[src/design/power_mode_reset_pkg.sv]
`default_nettype none

package power_mode_reset_pkg;

  // ----------------------------------------------------------------------------
  // register map, byte addresses on the register bus
  // ----------------------------------------------------------------------------
  localparam int          ADDR_W              = 5;
  localparam int          DATA_W              = 32;
  localparam logic [4:0]  POWER_CONTROL_OFF   = 5'h00;
  localparam logic [4:0]  OSC_CONTROL_OFF     = 5'h04;
  localparam logic [4:0]  RESET_ENABLE_OFF    = 5'h08;
  localparam logic [4:0]  RESET_CAUSE_OFF     = 5'h0C;
  localparam logic [4:0]  SOFT_RESET_OFF      = 5'h10;
  localparam logic [4:0]  MODE_STATUS_OFF     = 5'h14;
  localparam logic [4:0]  WATCHDOG_CTRL_OFF   = 5'h18;

  // ----------------------------------------------------------------------------
  // field positions
  // ----------------------------------------------------------------------------
  localparam int          IDLE_BIT            = 0;
  localparam int          STOP_BIT            = 1;
  localparam int          CLK_INTERNAL_BIT    = 4;
  localparam int          SUSPEND_BIT         = 5;
  localparam int          SOFT_RESET_BIT      = 0;
  localparam int          WDOG_ENABLE_BIT     = 0;
  localparam int          WDOG_LOCK_BIT       = 1;

  // ----------------------------------------------------------------------------
  // reset sources, one bit each
  // ----------------------------------------------------------------------------
  localparam int          NUM_SOURCES         = 8;
  localparam int          SRC_POWER_ON        = 0;
  localparam int          SRC_SUPPLY          = 1;
  localparam int          SRC_WATCHDOG        = 2;
  localparam int          SRC_MISSING_CLOCK   = 3;
  localparam int          SRC_COMPARATOR      = 4;
  localparam int          SRC_SOFTWARE        = 5;
  localparam int          SRC_PIN             = 6;
  localparam int          SRC_FLASH           = 7;
  localparam logic [7:0]  ALWAYS_ON_MASK      = 8'hC1;
  localparam logic [7:0]  RESET_ENABLE_RESET  = 8'hFF;
  localparam logic [7:0]  CAUSE_POWER_ON      = 8'h01;
  localparam logic        CLK_INTERNAL_RESET  = 1'b1;
  localparam logic        WDOG_ENABLE_RESET   = 1'b1;

  // ----------------------------------------------------------------------------
  // timing
  // ----------------------------------------------------------------------------
  localparam int          CLOCK_PERIOD_NS     = 100;
  localparam int          RESET_HOLD_NS       = 400;
  localparam int          RESET_HOLD_CYCLES   =
    (RESET_HOLD_NS + CLOCK_PERIOD_NS - 1) / CLOCK_PERIOD_NS;

  // ----------------------------------------------------------------------------
  // operating modes
  // ----------------------------------------------------------------------------
  typedef enum logic [3:0] {
    MODE_ACTIVE  = 4'b0001,
    MODE_IDLE    = 4'b0010,
    MODE_SUSPEND = 4'b0100,
    MODE_STOP    = 4'b1000
  } power_mode_t;

endpackage : power_mode_reset_pkg

`default_nettype wire

[src/design/reset_source_combiner.sv]
`timescale 1ns/1ps
`default_nettype none

module reset_source_combiner #(
  parameter int N = 8
) (
  // sources and masks
  input  wire logic [N-1:0] i_source,
  input  wire logic [N-1:0] i_enable,
  input  wire logic [N-1:0] i_always_on,
  // result
  output logic              o_any,
  output logic [N-1:0]      o_active
);

  // ----------------------------------------------------------------------------
  // per-source gating
  // ----------------------------------------------------------------------------
  genvar g;
  generate
    for (g = 0; g < N; g = g + 1) begin : gen_src
      // locked-on sources ignore the software enable
      assign o_active[g] = i_source[g] & (i_enable[g] | i_always_on[g]);
    end
  endgenerate

  assign o_any = |o_active;

endmodule : reset_source_combiner

`default_nettype wire

[src/design/power_mode_reset_control.sv]
// What this block does
// [RULE1] There are exactly four modes, active, idle, suspend and stop, with active the normal one.
// [RULE2] The idle bit halts the CPU while clocks run, and an enabled interrupt or a reset wakes it.
// [RULE3] The suspend bit stops the oscillator; a port 0 or port 1 match or a low comparator wakes it.
// [RULE4] In suspend with the internal oscillator as clock source, CPU and peripherals are stopped.
// [RULE5] Suspend and stop halt the CPU, the interrupt and timer logic and the internal oscillator.
// [RULE6] The stop bit stops the system clock and digital peripherals until a device reset.
// [RULE7] Eight reset sources are combined into one device reset.
// [RULE8] All sources but power-on, the reset pin and flash error can be disabled by software.
// [RULE9] Software can lock the watchdog enabled so that later writes cannot turn it off.
// [RULE10] A debug halt stalls every peripheral except the converter.
// [RULE11] The idle and stop bits clear themselves when their mode is left.
//
// The Avalon-MM slave port and the placing of the registers were decided locally.
`timescale 1ns/1ps
`default_nettype none

module power_mode_reset_control #(
  parameter int HOLD_CYCLES = power_mode_reset_pkg::RESET_HOLD_CYCLES
) (
  // clock and reset
  input  wire logic        i_clock,
  input  wire logic        i_rst_b,
  // register bus
  input  wire logic [4:0]  i_address,
  input  wire logic        i_read,
  input  wire logic        i_write,
  input  wire logic [31:0] i_writedata,
  input  wire logic [3:0]  i_byteenable,
  output logic      [31:0] o_readdata,
  output logic             o_waitrequest,
  // wake-up events and debug halt
  input  wire logic        i_irq_pending,
  input  wire logic        i_port0_match,
  input  wire logic        i_port1_match,
  input  wire logic        i_comparator_enable,
  input  wire logic        i_comparator_out,
  input  wire logic        i_debug_halt,
  // reset sources
  input  wire logic        i_power_on_detect,
  input  wire logic        i_vdd_low,
  input  wire logic        i_watchdog_expired,
  input  wire logic        i_missing_clock,
  input  wire logic        i_comparator_reset,
  input  wire logic        i_pin_reset,
  input  wire logic        i_flash_error,
  // gating and status
  output logic             o_cpu_run,
  output logic             o_system_clock_run,
  output logic             o_periph_run,
  output logic             o_adc_run,
  output logic             o_irq_timer_run,
  output logic             o_internal_osc_run,
  output logic             o_watchdog_enable,
  output logic             o_device_reset,
  output logic      [3:0]  o_mode
);

  // ----------------------------------------------------------------------------
  // reset release
  // ----------------------------------------------------------------------------
  logic rst_sync1;
  logic rst_n;

  always_ff @(posedge i_clock or negedge i_rst_b) begin
    if (!i_rst_b) begin
      rst_sync1 <= 1'b0;
      rst_n     <= 1'b0;
    end else begin
      rst_sync1 <= 1'b1;
      rst_n     <= rst_sync1;
    end
  end

  // ----------------------------------------------------------------------------
  // declarations
  // ----------------------------------------------------------------------------
  power_mode_reset_pkg::power_mode_t mode;
  power_mode_reset_pkg::power_mode_t next_mode;
  power_mode_reset_pkg::power_mode_t eff_mode;
  logic        idle_req;
  logic        stop_req;
  logic        suspend_req;
  logic        clk_internal;
  logic [7:0]  rst_enable;
  logic [7:0]  reset_cause;
  logic        sw_reset;
  logic        wdog_lock;
  logic [2:0]  hold_cnt;
  logic [7:0]  src_vec;
  logic [7:0]  src_active;
  logic        src_any;
  logic        wake;
  logic        wr_en;
  logic        system_clock_net_on;
  logic [31:0] read_mux;

  assign wr_en = i_write && !o_waitrequest && i_byteenable[0];
  assign wake  = i_port0_match | i_port1_match |
                 (i_comparator_enable & ~i_comparator_out);      // [RULE3]

  // ----------------------------------------------------------------------------
  // bus slave: one wait cycle, then the answer
  // ----------------------------------------------------------------------------
  always_ff @(posedge i_clock or negedge rst_n) begin
    if (!rst_n) begin
      o_waitrequest <= 1'b1;
    end else if (o_waitrequest && (i_read || i_write)) begin
      o_waitrequest <= 1'b0;
    end else begin
      o_waitrequest <= 1'b1;
    end
  end

  always_comb begin
    read_mux = 32'h0000_0000;
    case (i_address)
      power_mode_reset_pkg::POWER_CONTROL_OFF: begin
        read_mux[power_mode_reset_pkg::IDLE_BIT] = idle_req;
        read_mux[power_mode_reset_pkg::STOP_BIT] = stop_req;
      end
      power_mode_reset_pkg::OSC_CONTROL_OFF: begin
        read_mux[power_mode_reset_pkg::CLK_INTERNAL_BIT] = clk_internal;
        read_mux[power_mode_reset_pkg::SUSPEND_BIT]      = suspend_req;
      end
      power_mode_reset_pkg::RESET_ENABLE_OFF: read_mux[7:0] = rst_enable;
      power_mode_reset_pkg::RESET_CAUSE_OFF:  read_mux[7:0] = reset_cause;
      power_mode_reset_pkg::MODE_STATUS_OFF:  read_mux[3:0] = mode;
      power_mode_reset_pkg::WATCHDOG_CTRL_OFF: begin
        read_mux[power_mode_reset_pkg::WDOG_ENABLE_BIT] = o_watchdog_enable;
        read_mux[power_mode_reset_pkg::WDOG_LOCK_BIT]   = wdog_lock;
      end
      default: read_mux = 32'h0000_0000;
    endcase
  end

  // data captured when the request is first seen, stands until the next read
  always_ff @(posedge i_clock or negedge rst_n) begin
    if (!rst_n) begin
      o_readdata <= 32'h0000_0000;
    end else if (o_waitrequest && i_read) begin
      o_readdata <= read_mux;
    end
  end

  // ----------------------------------------------------------------------------
  // mode request bits
  // ----------------------------------------------------------------------------
  always_ff @(posedge i_clock or negedge rst_n) begin
    if (!rst_n) begin
      idle_req <= 1'b0;
      stop_req <= 1'b0;
    end else if (o_device_reset) begin
      idle_req <= 1'b0;                                          // [RULE2]
      stop_req <= 1'b0;                                          // [RULE11]
    end else if (wr_en && i_address == power_mode_reset_pkg::POWER_CONTROL_OFF) begin
      idle_req <= i_writedata[power_mode_reset_pkg::IDLE_BIT];   // [RULE2]
      stop_req <= i_writedata[power_mode_reset_pkg::STOP_BIT];   // [RULE6]
    end else if (mode == power_mode_reset_pkg::MODE_IDLE &&
                 next_mode != power_mode_reset_pkg::MODE_IDLE) begin
      idle_req <= 1'b0;                                          // [RULE11]
    end
  end

  always_ff @(posedge i_clock or negedge rst_n) begin
    if (!rst_n) begin
      suspend_req  <= 1'b0;
      clk_internal <= power_mode_reset_pkg::CLK_INTERNAL_RESET;
    end else if (o_device_reset) begin
      suspend_req  <= 1'b0;
      clk_internal <= power_mode_reset_pkg::CLK_INTERNAL_RESET;
    end else if (wr_en && i_address == power_mode_reset_pkg::OSC_CONTROL_OFF) begin
      suspend_req  <= i_writedata[power_mode_reset_pkg::SUSPEND_BIT];      // [RULE3]
      clk_internal <= i_writedata[power_mode_reset_pkg::CLK_INTERNAL_BIT];
    end else if (mode == power_mode_reset_pkg::MODE_SUSPEND && wake) begin
      suspend_req  <= 1'b0;
    end
  end

  // ----------------------------------------------------------------------------
  // reset sources and enables
  // ----------------------------------------------------------------------------
  // enables and the lock survive device resets; only power-up clears them
  always_ff @(posedge i_clock or negedge rst_n) begin
    if (!rst_n) begin
      rst_enable <= power_mode_reset_pkg::RESET_ENABLE_RESET;
    end else if (wr_en && i_address == power_mode_reset_pkg::RESET_ENABLE_OFF) begin
      rst_enable <= i_writedata[7:0] | power_mode_reset_pkg::ALWAYS_ON_MASK;  // [RULE8]
    end
  end

  always_ff @(posedge i_clock or negedge rst_n) begin
    if (!rst_n) begin
      sw_reset <= 1'b0;
    end else begin
      sw_reset <= wr_en && !o_device_reset &&
                  i_address == power_mode_reset_pkg::SOFT_RESET_OFF &&
                  i_writedata[power_mode_reset_pkg::SOFT_RESET_BIT];
    end
  end

  always_comb begin
    src_vec = 8'h00;
    src_vec[power_mode_reset_pkg::SRC_POWER_ON]      = i_power_on_detect;
    src_vec[power_mode_reset_pkg::SRC_SUPPLY]        = i_vdd_low;
    src_vec[power_mode_reset_pkg::SRC_WATCHDOG]      = i_watchdog_expired;
    src_vec[power_mode_reset_pkg::SRC_MISSING_CLOCK] = i_missing_clock;
    src_vec[power_mode_reset_pkg::SRC_COMPARATOR]    = i_comparator_reset;
    src_vec[power_mode_reset_pkg::SRC_SOFTWARE]      = sw_reset;
    src_vec[power_mode_reset_pkg::SRC_PIN]           = i_pin_reset;
    src_vec[power_mode_reset_pkg::SRC_FLASH]         = i_flash_error;
  end

  reset_source_combiner #(
    .N (power_mode_reset_pkg::NUM_SOURCES)
  ) u_combiner (
    .i_source    (src_vec),
    .i_enable    (rst_enable),
    .i_always_on (power_mode_reset_pkg::ALWAYS_ON_MASK),
    .o_any       (src_any),
    .o_active    (src_active)
  );                                                             // [RULE7]

  // stretched so the rest of the chip sees a clean minimum width
  always_ff @(posedge i_clock or negedge rst_n) begin
    if (!rst_n) begin
      o_device_reset <= 1'b0;
      hold_cnt       <= 3'd0;
      reset_cause    <= power_mode_reset_pkg::CAUSE_POWER_ON;
    end else if (src_any) begin
      o_device_reset <= 1'b1;                                    // [RULE7]
      hold_cnt       <= 3'(HOLD_CYCLES - 1);
      if (!o_device_reset) begin
        reset_cause <= src_active;
      end
    end else if (hold_cnt != 3'd0) begin
      hold_cnt <= hold_cnt - 3'd1;
    end else begin
      o_device_reset <= 1'b0;
    end
  end

  // ----------------------------------------------------------------------------
  // watchdog enable and lock
  // ----------------------------------------------------------------------------
  always_ff @(posedge i_clock or negedge rst_n) begin
    if (!rst_n) begin
      o_watchdog_enable <= power_mode_reset_pkg::WDOG_ENABLE_RESET;
      wdog_lock         <= 1'b0;
    end else if (o_device_reset) begin
      o_watchdog_enable <= power_mode_reset_pkg::WDOG_ENABLE_RESET;
    end else if (wr_en && i_address == power_mode_reset_pkg::WATCHDOG_CTRL_OFF) begin
      wdog_lock         <= wdog_lock | i_writedata[power_mode_reset_pkg::WDOG_LOCK_BIT];
      o_watchdog_enable <= i_writedata[power_mode_reset_pkg::WDOG_ENABLE_BIT] |
                           i_writedata[power_mode_reset_pkg::WDOG_LOCK_BIT] |
                           wdog_lock;                            // [RULE9]
    end
  end

  // ----------------------------------------------------------------------------
  // mode machine
  // ----------------------------------------------------------------------------
  always_comb begin
    next_mode = mode;
    case (mode)
      power_mode_reset_pkg::MODE_ACTIVE: begin
        if (stop_req) begin
          next_mode = power_mode_reset_pkg::MODE_STOP;           // [RULE6]
        end else if (suspend_req) begin
          next_mode = power_mode_reset_pkg::MODE_SUSPEND;        // [RULE3]
        end else if (idle_req) begin
          next_mode = power_mode_reset_pkg::MODE_IDLE;           // [RULE2]
        end
      end
      power_mode_reset_pkg::MODE_IDLE: begin
        if (i_irq_pending) begin
          next_mode = power_mode_reset_pkg::MODE_ACTIVE;         // [RULE2]
        end
      end
      power_mode_reset_pkg::MODE_SUSPEND: begin
        if (wake) begin
          next_mode = power_mode_reset_pkg::MODE_ACTIVE;         // [RULE3]
        end
      end
      power_mode_reset_pkg::MODE_STOP: next_mode = mode;         // [RULE6]
      default: next_mode = power_mode_reset_pkg::MODE_ACTIVE;    // [RULE1]
    endcase
  end

  assign eff_mode  = o_device_reset ? power_mode_reset_pkg::MODE_ACTIVE : next_mode;
  assign system_clock_net_on = eff_mode != power_mode_reset_pkg::MODE_STOP &&
                     !(eff_mode == power_mode_reset_pkg::MODE_SUSPEND && clk_internal);

  always_ff @(posedge i_clock or negedge rst_n) begin
    if (!rst_n) begin
      mode <= power_mode_reset_pkg::MODE_ACTIVE;
    end else begin
      mode <= eff_mode;                                          // [RULE1]
    end
  end

  // ----------------------------------------------------------------------------
  // gating outputs, aligned with the mode register
  // ----------------------------------------------------------------------------
  always_ff @(posedge i_clock or negedge rst_n) begin
    if (!rst_n) begin
      o_cpu_run          <= 1'b1;
      o_system_clock_run <= 1'b1;
      o_periph_run       <= 1'b1;
      o_adc_run          <= 1'b1;
      o_irq_timer_run    <= 1'b1;
      o_internal_osc_run <= 1'b1;
      o_mode             <= power_mode_reset_pkg::MODE_ACTIVE;
    end else begin
      o_cpu_run          <= eff_mode == power_mode_reset_pkg::MODE_ACTIVE;  // [RULE5]
      o_system_clock_run <= system_clock_net_on;                                       // [RULE4]
      // converter keeps sampling through a debug halt
      o_periph_run       <= system_clock_net_on && !i_debug_halt;                      // [RULE10]
      o_adc_run          <= system_clock_net_on;
      o_irq_timer_run    <= eff_mode == power_mode_reset_pkg::MODE_ACTIVE ||
                            eff_mode == power_mode_reset_pkg::MODE_IDLE;     // [RULE5]
      o_internal_osc_run <= eff_mode != power_mode_reset_pkg::MODE_SUSPEND &&
                            eff_mode != power_mode_reset_pkg::MODE_STOP;     // [RULE5]
      o_mode             <= eff_mode;
    end
  end
endmodule : power_mode_reset_control

`default_nettype wire

[config.mk]
export PLATFORM = sky130hd
export DESIGN_NAME = power_mode_reset_control
export DESIGN_NICKNAME = d
export VERILOG_FILES = /design/src/design/power_mode_reset_pkg.sv /design/src/design/reset_source_combiner.sv /design/src/design/power_mode_reset_control.sv
export SDC_FILE = /design/constraint.sdc
export NUM_CORES = 1
export LEC_CHECK = 0
export ABC_AREA = 1
export BUFFER_PORTS_ARGS = -buffer_cell sky130_fd_sc_hd__buf_2
export CORE_ASPECT_RATIO = 0.9
export CORE_MARGIN = 5
export CORE_UTILIZATION = 51
export DETAILED_ROUTE_END_ITERATION = 12
export PLACE_DENSITY = 0.92
export SETUP_SLACK_MARGIN = 0.02
export SYNTH_ARGS = -nofsm -noshare
export SYNTH_HDL_FRONTEND = slang
export SYNTH_SLANG_ARGS = --single-unit
[constraint.sdc]
create_clock -name i_clock -period 3 [get_ports i_clock]
set_input_delay 0.3 -clock i_clock [delete_from_list [all_inputs] [get_ports i_clock]]
set_output_delay 0.3 -clock i_clock [all_outputs]
set_load 0.02 [all_outputs]
### Yosys cells after proc, flatten, opt, wreduce, memory -nomap -nowiden

Index checks and enable logic that the tools add are counted.

* output and inout bits: 45
* register bits after elaboration: 44
* memories: 0
* RAM bits: 0
* word-level logic and storage cells: 114
* bits in latches: 0
* bits in read-only memories: 0

* magnitude comparators: 0
* $mul: 0
* divide/modulo/power cells: 0
* bitwise logic cells: 13
* add/subtract/negate cells: 1
* equal/unequal tests: 17
* multiplexer cells: 28
* shift operators: 0
* reductions and logical operators: 34

Operators by type and width (number)
* $mux W4: 6
* $logic_and A1 B1 Y1: 17
* $pmux W4 S4: 1
* $eq A5 B5 Y1 const B: 3
* $mux W1: 15
* $pmux W2 S3: 2
* $eq A5 B4 Y1 const B: 2
* $pmux W2 S5: 1
* $reduce_bool A3 Y1: 3
* $eq A4 B1 Y1 const B: 2
* $eq A4 B2 Y1 const B: 2
* $eq A4 B3 Y1 const B: 2
* $reduce_bool A2 Y1: 4
* $reduce_or A8 Y1: 1
* $and A1 B1 Y1: 6
* $mux W3: 2
* $eq A5 B3 Y1 const B: 1
* $logic_not A5 Y1: 1
* $or A1 B1 Y1: 5
* $eq A4 B4 Y1 const B: 1
* $logic_not A1 Y1: 4
* $ne A4 B2 Y1 const B: 1
* $ne A4 B3 Y1 const B: 1
* $ne A4 B4 Y1 const B: 1
* 6 further kinds: 9

### Logic depth before layout (Yosys ltp)

Gate-level depths: netlist (run 1).

* depth after elaboration: 11
* mapped depth: 8
* gate-level depth less buffers: 8

### Modules after synthesis

From an unflattened synthesis (run 1), not the netlist that was laid out.

* cell total of the unflattened synthesis: 295
* area, all modules: 2469.9 sq um

Modules (own cells, without submodules)
* power_mode_reset_control: area each 2358.5 sq um, times used 1, cells an instance 272
* reset_source_combiner: area each 111.4 sq um, times used 1, cells an instance 23

### Worst setup path after synthesis (run 1)

No wires, ideal clock.

* path kind: reg2reg
* start: register o_waitrequest
* end: register o_readdata[1]
* arrival time: 1153 ps
* period minus slack after synthesis: 1275 ps
* buffers on the path: 0
* cell stages (with the launch flop): 6
* slack: 1725 ps
* cell sequence: dfstp_2 -> nand2_2 -> inv_1 -> nand2_1 -> nor2_1 -> a21oi_1

* cells in the longest elaborated chain, start to end: 1

RTL lines
* start, declared: RTL line power_mode_reset_control.sv:31 `output logic o_waitrequest,`
* start signal, assigned: RTL line power_mode_reset_control.sv:107 `o_waitrequest <= 1'b1;`
* start signal, assigned: RTL line power_mode_reset_control.sv:109 `o_waitrequest <= 1'b0;`
* start signal, assigned: RTL line power_mode_reset_control.sv:111 `o_waitrequest <= 1'b1;`
* $logic_and A1 B1 Y1: RTL line power_mode_reset_control.sv:141 `end else if (o_waitrequest && i_read) begin`
* end signal, assigned: RTL line power_mode_reset_control.sv:142 `o_readdata <= read_mux;`
* end, declared: RTL line power_mode_reset_control.sv:30 `output logic [31:0] o_readdata,`

No other way between the ends.
A chain may end at the register's enable or synchronous reset.

### Worst setup path after layout (run 1)

* start: register o_device_reset
* end: register reset_cause[3]

* cells in the longest elaborated chain, start to end: 2

RTL lines
* start, declared: RTL line power_mode_reset_control.sv:55 `output logic o_device_reset,`
* start signal, assigned: RTL line power_mode_reset_control.sv:227 `o_device_reset <= 1'b0;`
* start signal, assigned: RTL line power_mode_reset_control.sv:231 `o_device_reset <= 1'b1;`
* start signal, assigned: RTL line power_mode_reset_control.sv:239 `o_device_reset <= 1'b0;`
* $not A1 Y1 (no line)
* $reduce_and A2 Y1 (no line)
* end signal, assigned: RTL line power_mode_reset_control.sv:229 `reset_cause <= power_mode_reset_pkg::CAUSE_POWER_ON;`
* end signal, assigned: RTL line power_mode_reset_control.sv:234 `reset_cause <= src_active;`
* end, declared: RTL line power_mode_reset_control.sv:86 `logic [7:0] reset_cause;`

No other way between the ends.

==> impl_metrics.py, run 1 <==
metrics = {
    "pwr": {
        "p_per_area_nw_per_um2": 434.9,
        "p_leak_uw": 0.001357,
        "finalPower_uw": 1156,
        "ir_drop_uv": 253.2,
    },
    "setup_path": {
        "cp.required_ns": 3.17,
        "cp.arrival_ns": 1.68,
        "worst-path-max-fanout": 14,
        "critPathKind": "flip-flop to flip-flop",
        "crit_chain": "inv_1 > nand2_2 > nand2_1 > o21ai_0",
        "slowest_stage": "dfrtp_1",
        "setup.worst_path.end_class": "flip-flop",
        "path_delay_family": "flip-flops",
        "critPathLaunchType": "flip-flop",
        "slowest_delay_ns": 0.50,
        "critical_path.n_buffers_inverters": 1,
    },
    "cells_and_area": {
        "seq_area_um2": 1120,
        "multiInputGateArea_um2": 1016,
        "drive_above_1_share_pct": 25.58,
        "nFillCells": 414,
        "nets": 403,
        "antenna_cells": 0,
        "area_growth_pct": 12.49,
    },
    "floorplanning": {
        "die_area_um2": 6098,
        "initial_core_util_pct": 52.99,
        "die_y_um": 74.58,
        "ios": 103,
        "rows": 23,
        "die_width_um": 81.76,
        "core-area_um2": 4461,
    },
    "sta": {
        "maxSlewHeadroom_pct": 65.77,
        "period_needed_ns": 1.501,
        "slew_violations": 0,
        "period_share_pct": 50.04,
        "setup_tns_ns": 0,
        "tightest_slew_ns": 0.5134,
        "fmax_mhz": 666.2,
        "setup_viol": 0,
        "rsz0062_at_grt": "no",
        "hold_viol": 0,
        "finClkSkew_ns": 0.006991,
    },
    "status": {
        "status": "completed",
    },
    "clocking": {
        "clock_path_buffers": 2,
        "clk_pin_slew_ns": 0.08,
        "clk_latency_ns": 0.30,
        "numCtsBuffers": 5,
        "post_cts_buffers": 0,
        "cts_tree": "yes",
        "clock-sinks": 44,
        "cts-root-buf": "clkbuf_8",
        "cts-htree-levels": 2,
    },
    "global_route": {
        "grtUsageTotal_pct": 18.28,
        "grt_pass1_vias": 1919,
        "overflow": 0,
        "antenna_found_initial": 0,
        "grt_max_degree": 43,
        "grt_first_pass_wirelength_um": 8362,
    },
    "routing": {
        "drt_wl_total_um": 5199,
        "route.detailed.wl_per_inst_um": 12.81,
        "dr.first_iter.drc_count": 134,
        "via_per_inst": 5.032,
        "vias": 2043,
        "ant_nets": 0,
        "first_pass_iters": 5,
        "drcViolationCount": 0,
    },
    "synth": {
        "ys_ff_latch": 44,
        "ys_seq_area_share_pct": 47.38,
        "synth.avg_cell_area_um2": 8.122,
        "synth_cell_type_count": 27,
        "ys_warn_count": 0,
        "synthCells": 291,
        "syn_area_um2": 2364,
    },
    "placement": {
        "place_congestion": 0.8224,
        "hpwl_um": 3992,
        "port_buffers": 49,
    },
    "flow_run": {
        "drv_cap": 0,
    },
    "min_path": {
        "hp-class": "primary input to flip-flop",
    },
}
## cell usage after synthesis (all sizes together)
library cell	count	area, µm²
nand2	88	347.8
buf	29	212.7
dfrtp	29	725.7
inv	27	101.3
nor2	27	152.6
nand3	26	130.1
o21ai	19	95.09
dfstp	15	394.1
nand4	9	56.30
a21oi	5	25.02
nor3	5	30.03
conb	2	7.510
ha	2	25.02
nand3b	2	15.01
o211ai	2	15.01
o2111ai	1	8.760
o22ai	1	6.260
or2	1	6.260
xnor2	1	8.760
## cell usage in the layout (no fill, tap or decap), types with 2 or more instances in the layout
cell type / Yosys / routed
nand2_1: 81 / 81
buf_2: 2 / 49
dfrtp_1: 29 / 29
inv_1: 26 / 26
nand3_1: 26 / 26
conb_1: 2 / 25
nor2_1: 20 / 20
o21ai_0: 17 / 17
dfstp_2: 15 / 15
nand4_1: 9 / 9
nand2_2: 7 / 7
a21oi_1: 5 / 5
clkbuf_8: 0 / 5
nor3_1: 4 / 4
nor2_4: 4 / 4
nor2_2: 2 / 2
nand3b_1: 2 / 2
o21ai_1: 2 / 2
o211ai_1: 2 / 2
ha_1: 2 / 2
clkbuf_1: 0 / 2
## sequential cells by signal, summed over array words and instances, names as in the netlist, 3 cells and up
register,flops
o_readdata,8
reset_cause,8
rst_enable,5
o_mode,4
hold_cnt,3
## area by class of cell
type	instances	area share, %
Clock inverter	1	0.1882
Multi-Input combinational cell	214	38.21
Timing Repair Buffer	51	9.882
Inverter	27	3.812
Clock buffer	7	2.871
Sequential cell	44	42.12
Tap cell	62	2.918
## worst reg2reg max path, delay by kind of cell, from the launching register on
family	cells	cell delay (ns)
AO/OA/AOI/OAI	1	0.09
buffers and inverters	1	0.42
flip-flops	1	0.50
AND/OR/NAND/NOR	2	0.37
## stage by stage
| step | std cells | area, µm² | hold slack (ns) | utilization, % | setup WS, ns |
|---|---|---|---|---|---|
| 6_report | 406 | 2659 | 0.1050 | 59.61 | 1.499 |
| 2_1_floorplan | 314 | 2450 | 0.004409 | - | 1.711 |
| 3_5_place_dp | 397 | 2567 | 0.08559 | 57.56 | 1.526 |
| 5_1_grt | 406 | 2659 | 0.1099 | 59.61 | 1.361 |
| 3_3_place_gp | 397 | 2567 | 0.08459 | 57.56 | 1.552 |
| 4_1_cts | 406 | 2659 | 0.09448 | 59.61 | 1.534 |
## report_power, final
part	switching [µW]	internal [µW]	total (µW)	leakage, µW
clock network	197	164	360	0.0000422
registers	15.6	626	641	0.000535
logic	111	43.4	155	0.000780
total	324	833	1160	0.00136
## kinds of logic after synthesis
family / after synthesis / share of synthesized area [%]
other cells: 2 / 0.3177
flops: 44 / 47.38
simple gates: 158 / 31.23
fa+ha+maj: 2 / 1.059
xor+xnor: 1 / 0.3706
compound gates: 28 / 6.352
buf+inv: 56 / 13.29
## what timing repair did
item	4_1_cts	5_1_grt
resized for setup	0	0
endpoints found under the hold margin	2	0
hold buffers	1	0
## final timing paths
| check | from | end | slack (ns) | cells past startpoint |
|---|---|---|---|---|
| min | i_debug_halt | o_periph_run | 0.11 | 2 |
| max | o_device_reset | reset_cause[3] | 1.50 | 4 |
| max in group asynchronous | rst_n | clk_internal | 2.33 | 1 |
| max reg2reg | o_device_reset | reset_cause[3] | 1.50 | 4 |
| min in group asynchronous | i_rst_b | rst_sync1 | 0.30 | 2 |
| min reg2reg | rst_n | o_device_reset | 0.30 | 1 |
## layer usage
metal,vias to the layer above,share of wire [%],track usage [%]
met2,94,47,30.22
li1,992,-,-
met3,11,9.3,4.479
met5,-,0,0
met4,0,2.0,9.410
met1,946,41,22.20
Power figures use the tool's default switching activity.
==> run 2, diff against run 1 <==
--- a/config.mk
+++ b/config.mk
@@ -9,9 +9,9 @@
 export BUFFER_PORTS_ARGS = -buffer_cell sky130_fd_sc_hd__buf_2
 export CORE_ASPECT_RATIO = 0.9
 export CORE_MARGIN = 5
-export CORE_UTILIZATION = 51
+export CORE_UTILIZATION = 47
 export DETAILED_ROUTE_END_ITERATION = 12
-export PLACE_DENSITY = 0.92
+export PLACE_DENSITY = 0.86
 export SETUP_SLACK_MARGIN = 0.02
 export SYNTH_ARGS = -nofsm -noshare
 export SYNTH_HDL_FRONTEND = slang
==> constraint.sdc (replaced) <==
create_clock -name i_clock -period 1.5 [get_ports i_clock]
set_input_delay 0.15 -clock i_clock [delete_from_list [all_inputs] [get_ports i_clock]]
set_output_delay 0.15 -clock i_clock [all_outputs]
set_load 0.02 [all_outputs]
==> run 2 against run 1 <==
  * Critical path type unchanged
  * Routed wire length fell by 3.9%
  * Largest power group unchanged
  * Total power increased by 100%
  * Global-route usage shrank 2.2 points
  * Sequential power increased by 100%
  * Critical endpoint is now reset_cause[2]
  * Combinational power rose by 100%
==> impl_metrics.py, run 2 (synthesis gave the netlist of run 1 again) <==
metrics = {
    "routing": {
        "via_per_inst": 4.828,
        "route.detailed.wl_per_inst_um": 12.09,
        "first_pass_iters": 4,
        "drt_wl_total_um": 4994,
        "ant_nets": 0,
        "dr.first_iter.drc_count": 153,
        "vias": 1994,
        "drcViolationCount": 0,
    },
    "pwr": {
        "p_per_area_nw_per_um2": 871.5,
        "finalPower_uw": 2371,
        "ir_drop_uv": 549.7,
        "p_leak_uw": 0.001380,
    },
    "cells_and_area": {
        "reg_top3": "o_readdata: 8 flops, reset_cause: 8 flops, rst_enable: 5 flops",
        "final_common_cell": "nand2_1",
        "drive_above_1_share_pct": 27.01,
        "nFillCells": 469,
        "area_growth_pct": 15.09,
        "nets": 407,
        "stdcell_count": 413,
        "antenna_cells": 0,
        "most-common-layout-cells": "nand2_1, buf_2, dfrtp_1, inv_1, nand3_1",
    },
    "clocking": {
        "clk_latency_ns": 0.30,
        "clock-sinks": 44,
        "clk_pin_slew_ns": 0.08,
        "cts-root-buf": "clkbuf_8",
        "numCtsBuffers": 5,
        "clock_path_buffers": 2,
        "cts_tree": "yes",
        "post_cts_buffers": 0,
        "cts-htree-levels": 2,
    },
    "setup_path": {
        "worst-path-max-fanout": 13,
        "cp.required_ns": 1.67,
        "setup.worst_path.end_class": "flip-flop",
        "path_delay_family": "simple AND/OR/NAND/NOR gates",
        "slowest_delay_ns": 0.55,
        "critPathLaunchType": "flip-flop",
        "cp.depth": 7,
        "crit_top_cell": "nand2_1",
        "cp.arrival_ns": 1.51,
        "crit_chain": "nand2_1 > nand2_1 > nor2_1 > nand2_2 > nand2_2 > nand2_1 > o21ai_0",
        "critPathKind": "flip-flop to flip-flop",
        "critical_path.n_buffers_inverters": 0,
        "reg2reg_depth": 7,
        "slowest_stage": "dfstp_2",
    },
    "global_route": {
        "grt_pass1_vias": 1962,
        "overflow": 0,
        "grt_max_degree": 43,
        "antenna_found_initial": 0,
        "grtUsageTotal_pct": 16.10,
        "grt_first_pass_wirelength_um": 8611,
    },
    "placement": {
        "place_congestion": 0.8326,
        "port_buffers": 49,
        "dp.cells": 403,
        "hpwl_um": 3947,
    },
    "sta": {
        "hold_viol": 0,
        "tightest_slew_ns": 0.5033,
        "maxSlewHeadroom_pct": 66.45,
        "finClkSkew_ns": 0.008774,
        "rsz0062_at_grt": "no",
        "period_needed_ns": 1.335,
        "slew_violations": 0,
        "setup_viol": 0,
        "fmax_mhz": 749.1,
        "setup_tns_ns": 0,
        "period_share_pct": 89.00,
    },
    "floorplanning": {
        "rows": 24,
        "die_y_um": 77.28,
        "initial_core_util_pct": 48.59,
        "die_area_um2": 6549,
        "die_width_um": 84.75,
        "core-area_um2": 4865,
        "ios": 103,
    },
    "flow_run": {
        "drv_cap": 0,
    },
    "min_path": {
        "whs_path_depth": 2,
        "hp-class": "primary input to flip-flop",
    },
    "status": {
        "status": "completed",
    },
}
run 2: worst paths after layout:
path,startpoint,end,slack (ns)
max,rst_enable[5],reset_cause[2],0.17
min,i_write,o_waitrequest,0.02
max reg2reg,rst_enable[5],reset_cause[2],0.17
min reg2reg,rst_n,o_readdata[6],0.31
max in group asynchronous,rst_n,rst_enable[4],0.82
min in group asynchronous,i_rst_b,rst_sync1,0.15
run 2: power by group:
group	internal (µW)	switching [µW]	total [µW]	leakage [µW]
logic	89.5	221	311	0.000801
clock network	373	405	778	0.0000434
registers	1250	30.4	1280	0.000535
run 2: through the flow:
step	hold WS, ns	util (%)	cell area (µm²)	setup WS (ns)
2_1_floorplan	-0.1456	-	2450	0.2110
3_3_place_gp	-0.06308	53.32	2594	0.1875
3_5_place_dp	-0.06214	53.32	2594	0.1412
4_1_cts	0.01786	55.74	2711	0.1215
5_1_grt	0.006447	55.92	2720	0.03501
6_report	0.02047	55.92	2720	0.1651
run 2: what timing repair did:
action | CTS | global route
endpoints found under the setup margin | 0 | 4
resized for setup | 0 | 2
hold endpoints to repair | 3 | 0
hold buffers | 2 | 0
run 2: layer usage:
metal  up-vias  global-route usage (%)  part of all wire (%)
li1        997                       -                     -
met1       933                   20.18                    42
met2        56                   27.00                    49
met3         8                   3.644                   7.4
met4         0                   6.013                   1.3
met5         -                       0                     0
run 2: final cells by class:
| type | instances | area [µm²] | area share [%] |
|---|---|---|---|
| Sequential cell | 44 | 1120 | 41.17 |
| Timing Repair Buffer | 55 | 295.3 | 10.86 |
| Inverter | 27 | 101.3 | 3.726 |
| Clock inverter | 2 | 15.01 | 0.5520 |
| Multi-Input combinational cell | 214 | 1025 | 37.67 |
| Tap cell | 65 | 81.33 | 2.990 |
| Clock buffer | 6 | 82.58 | 3.036 |
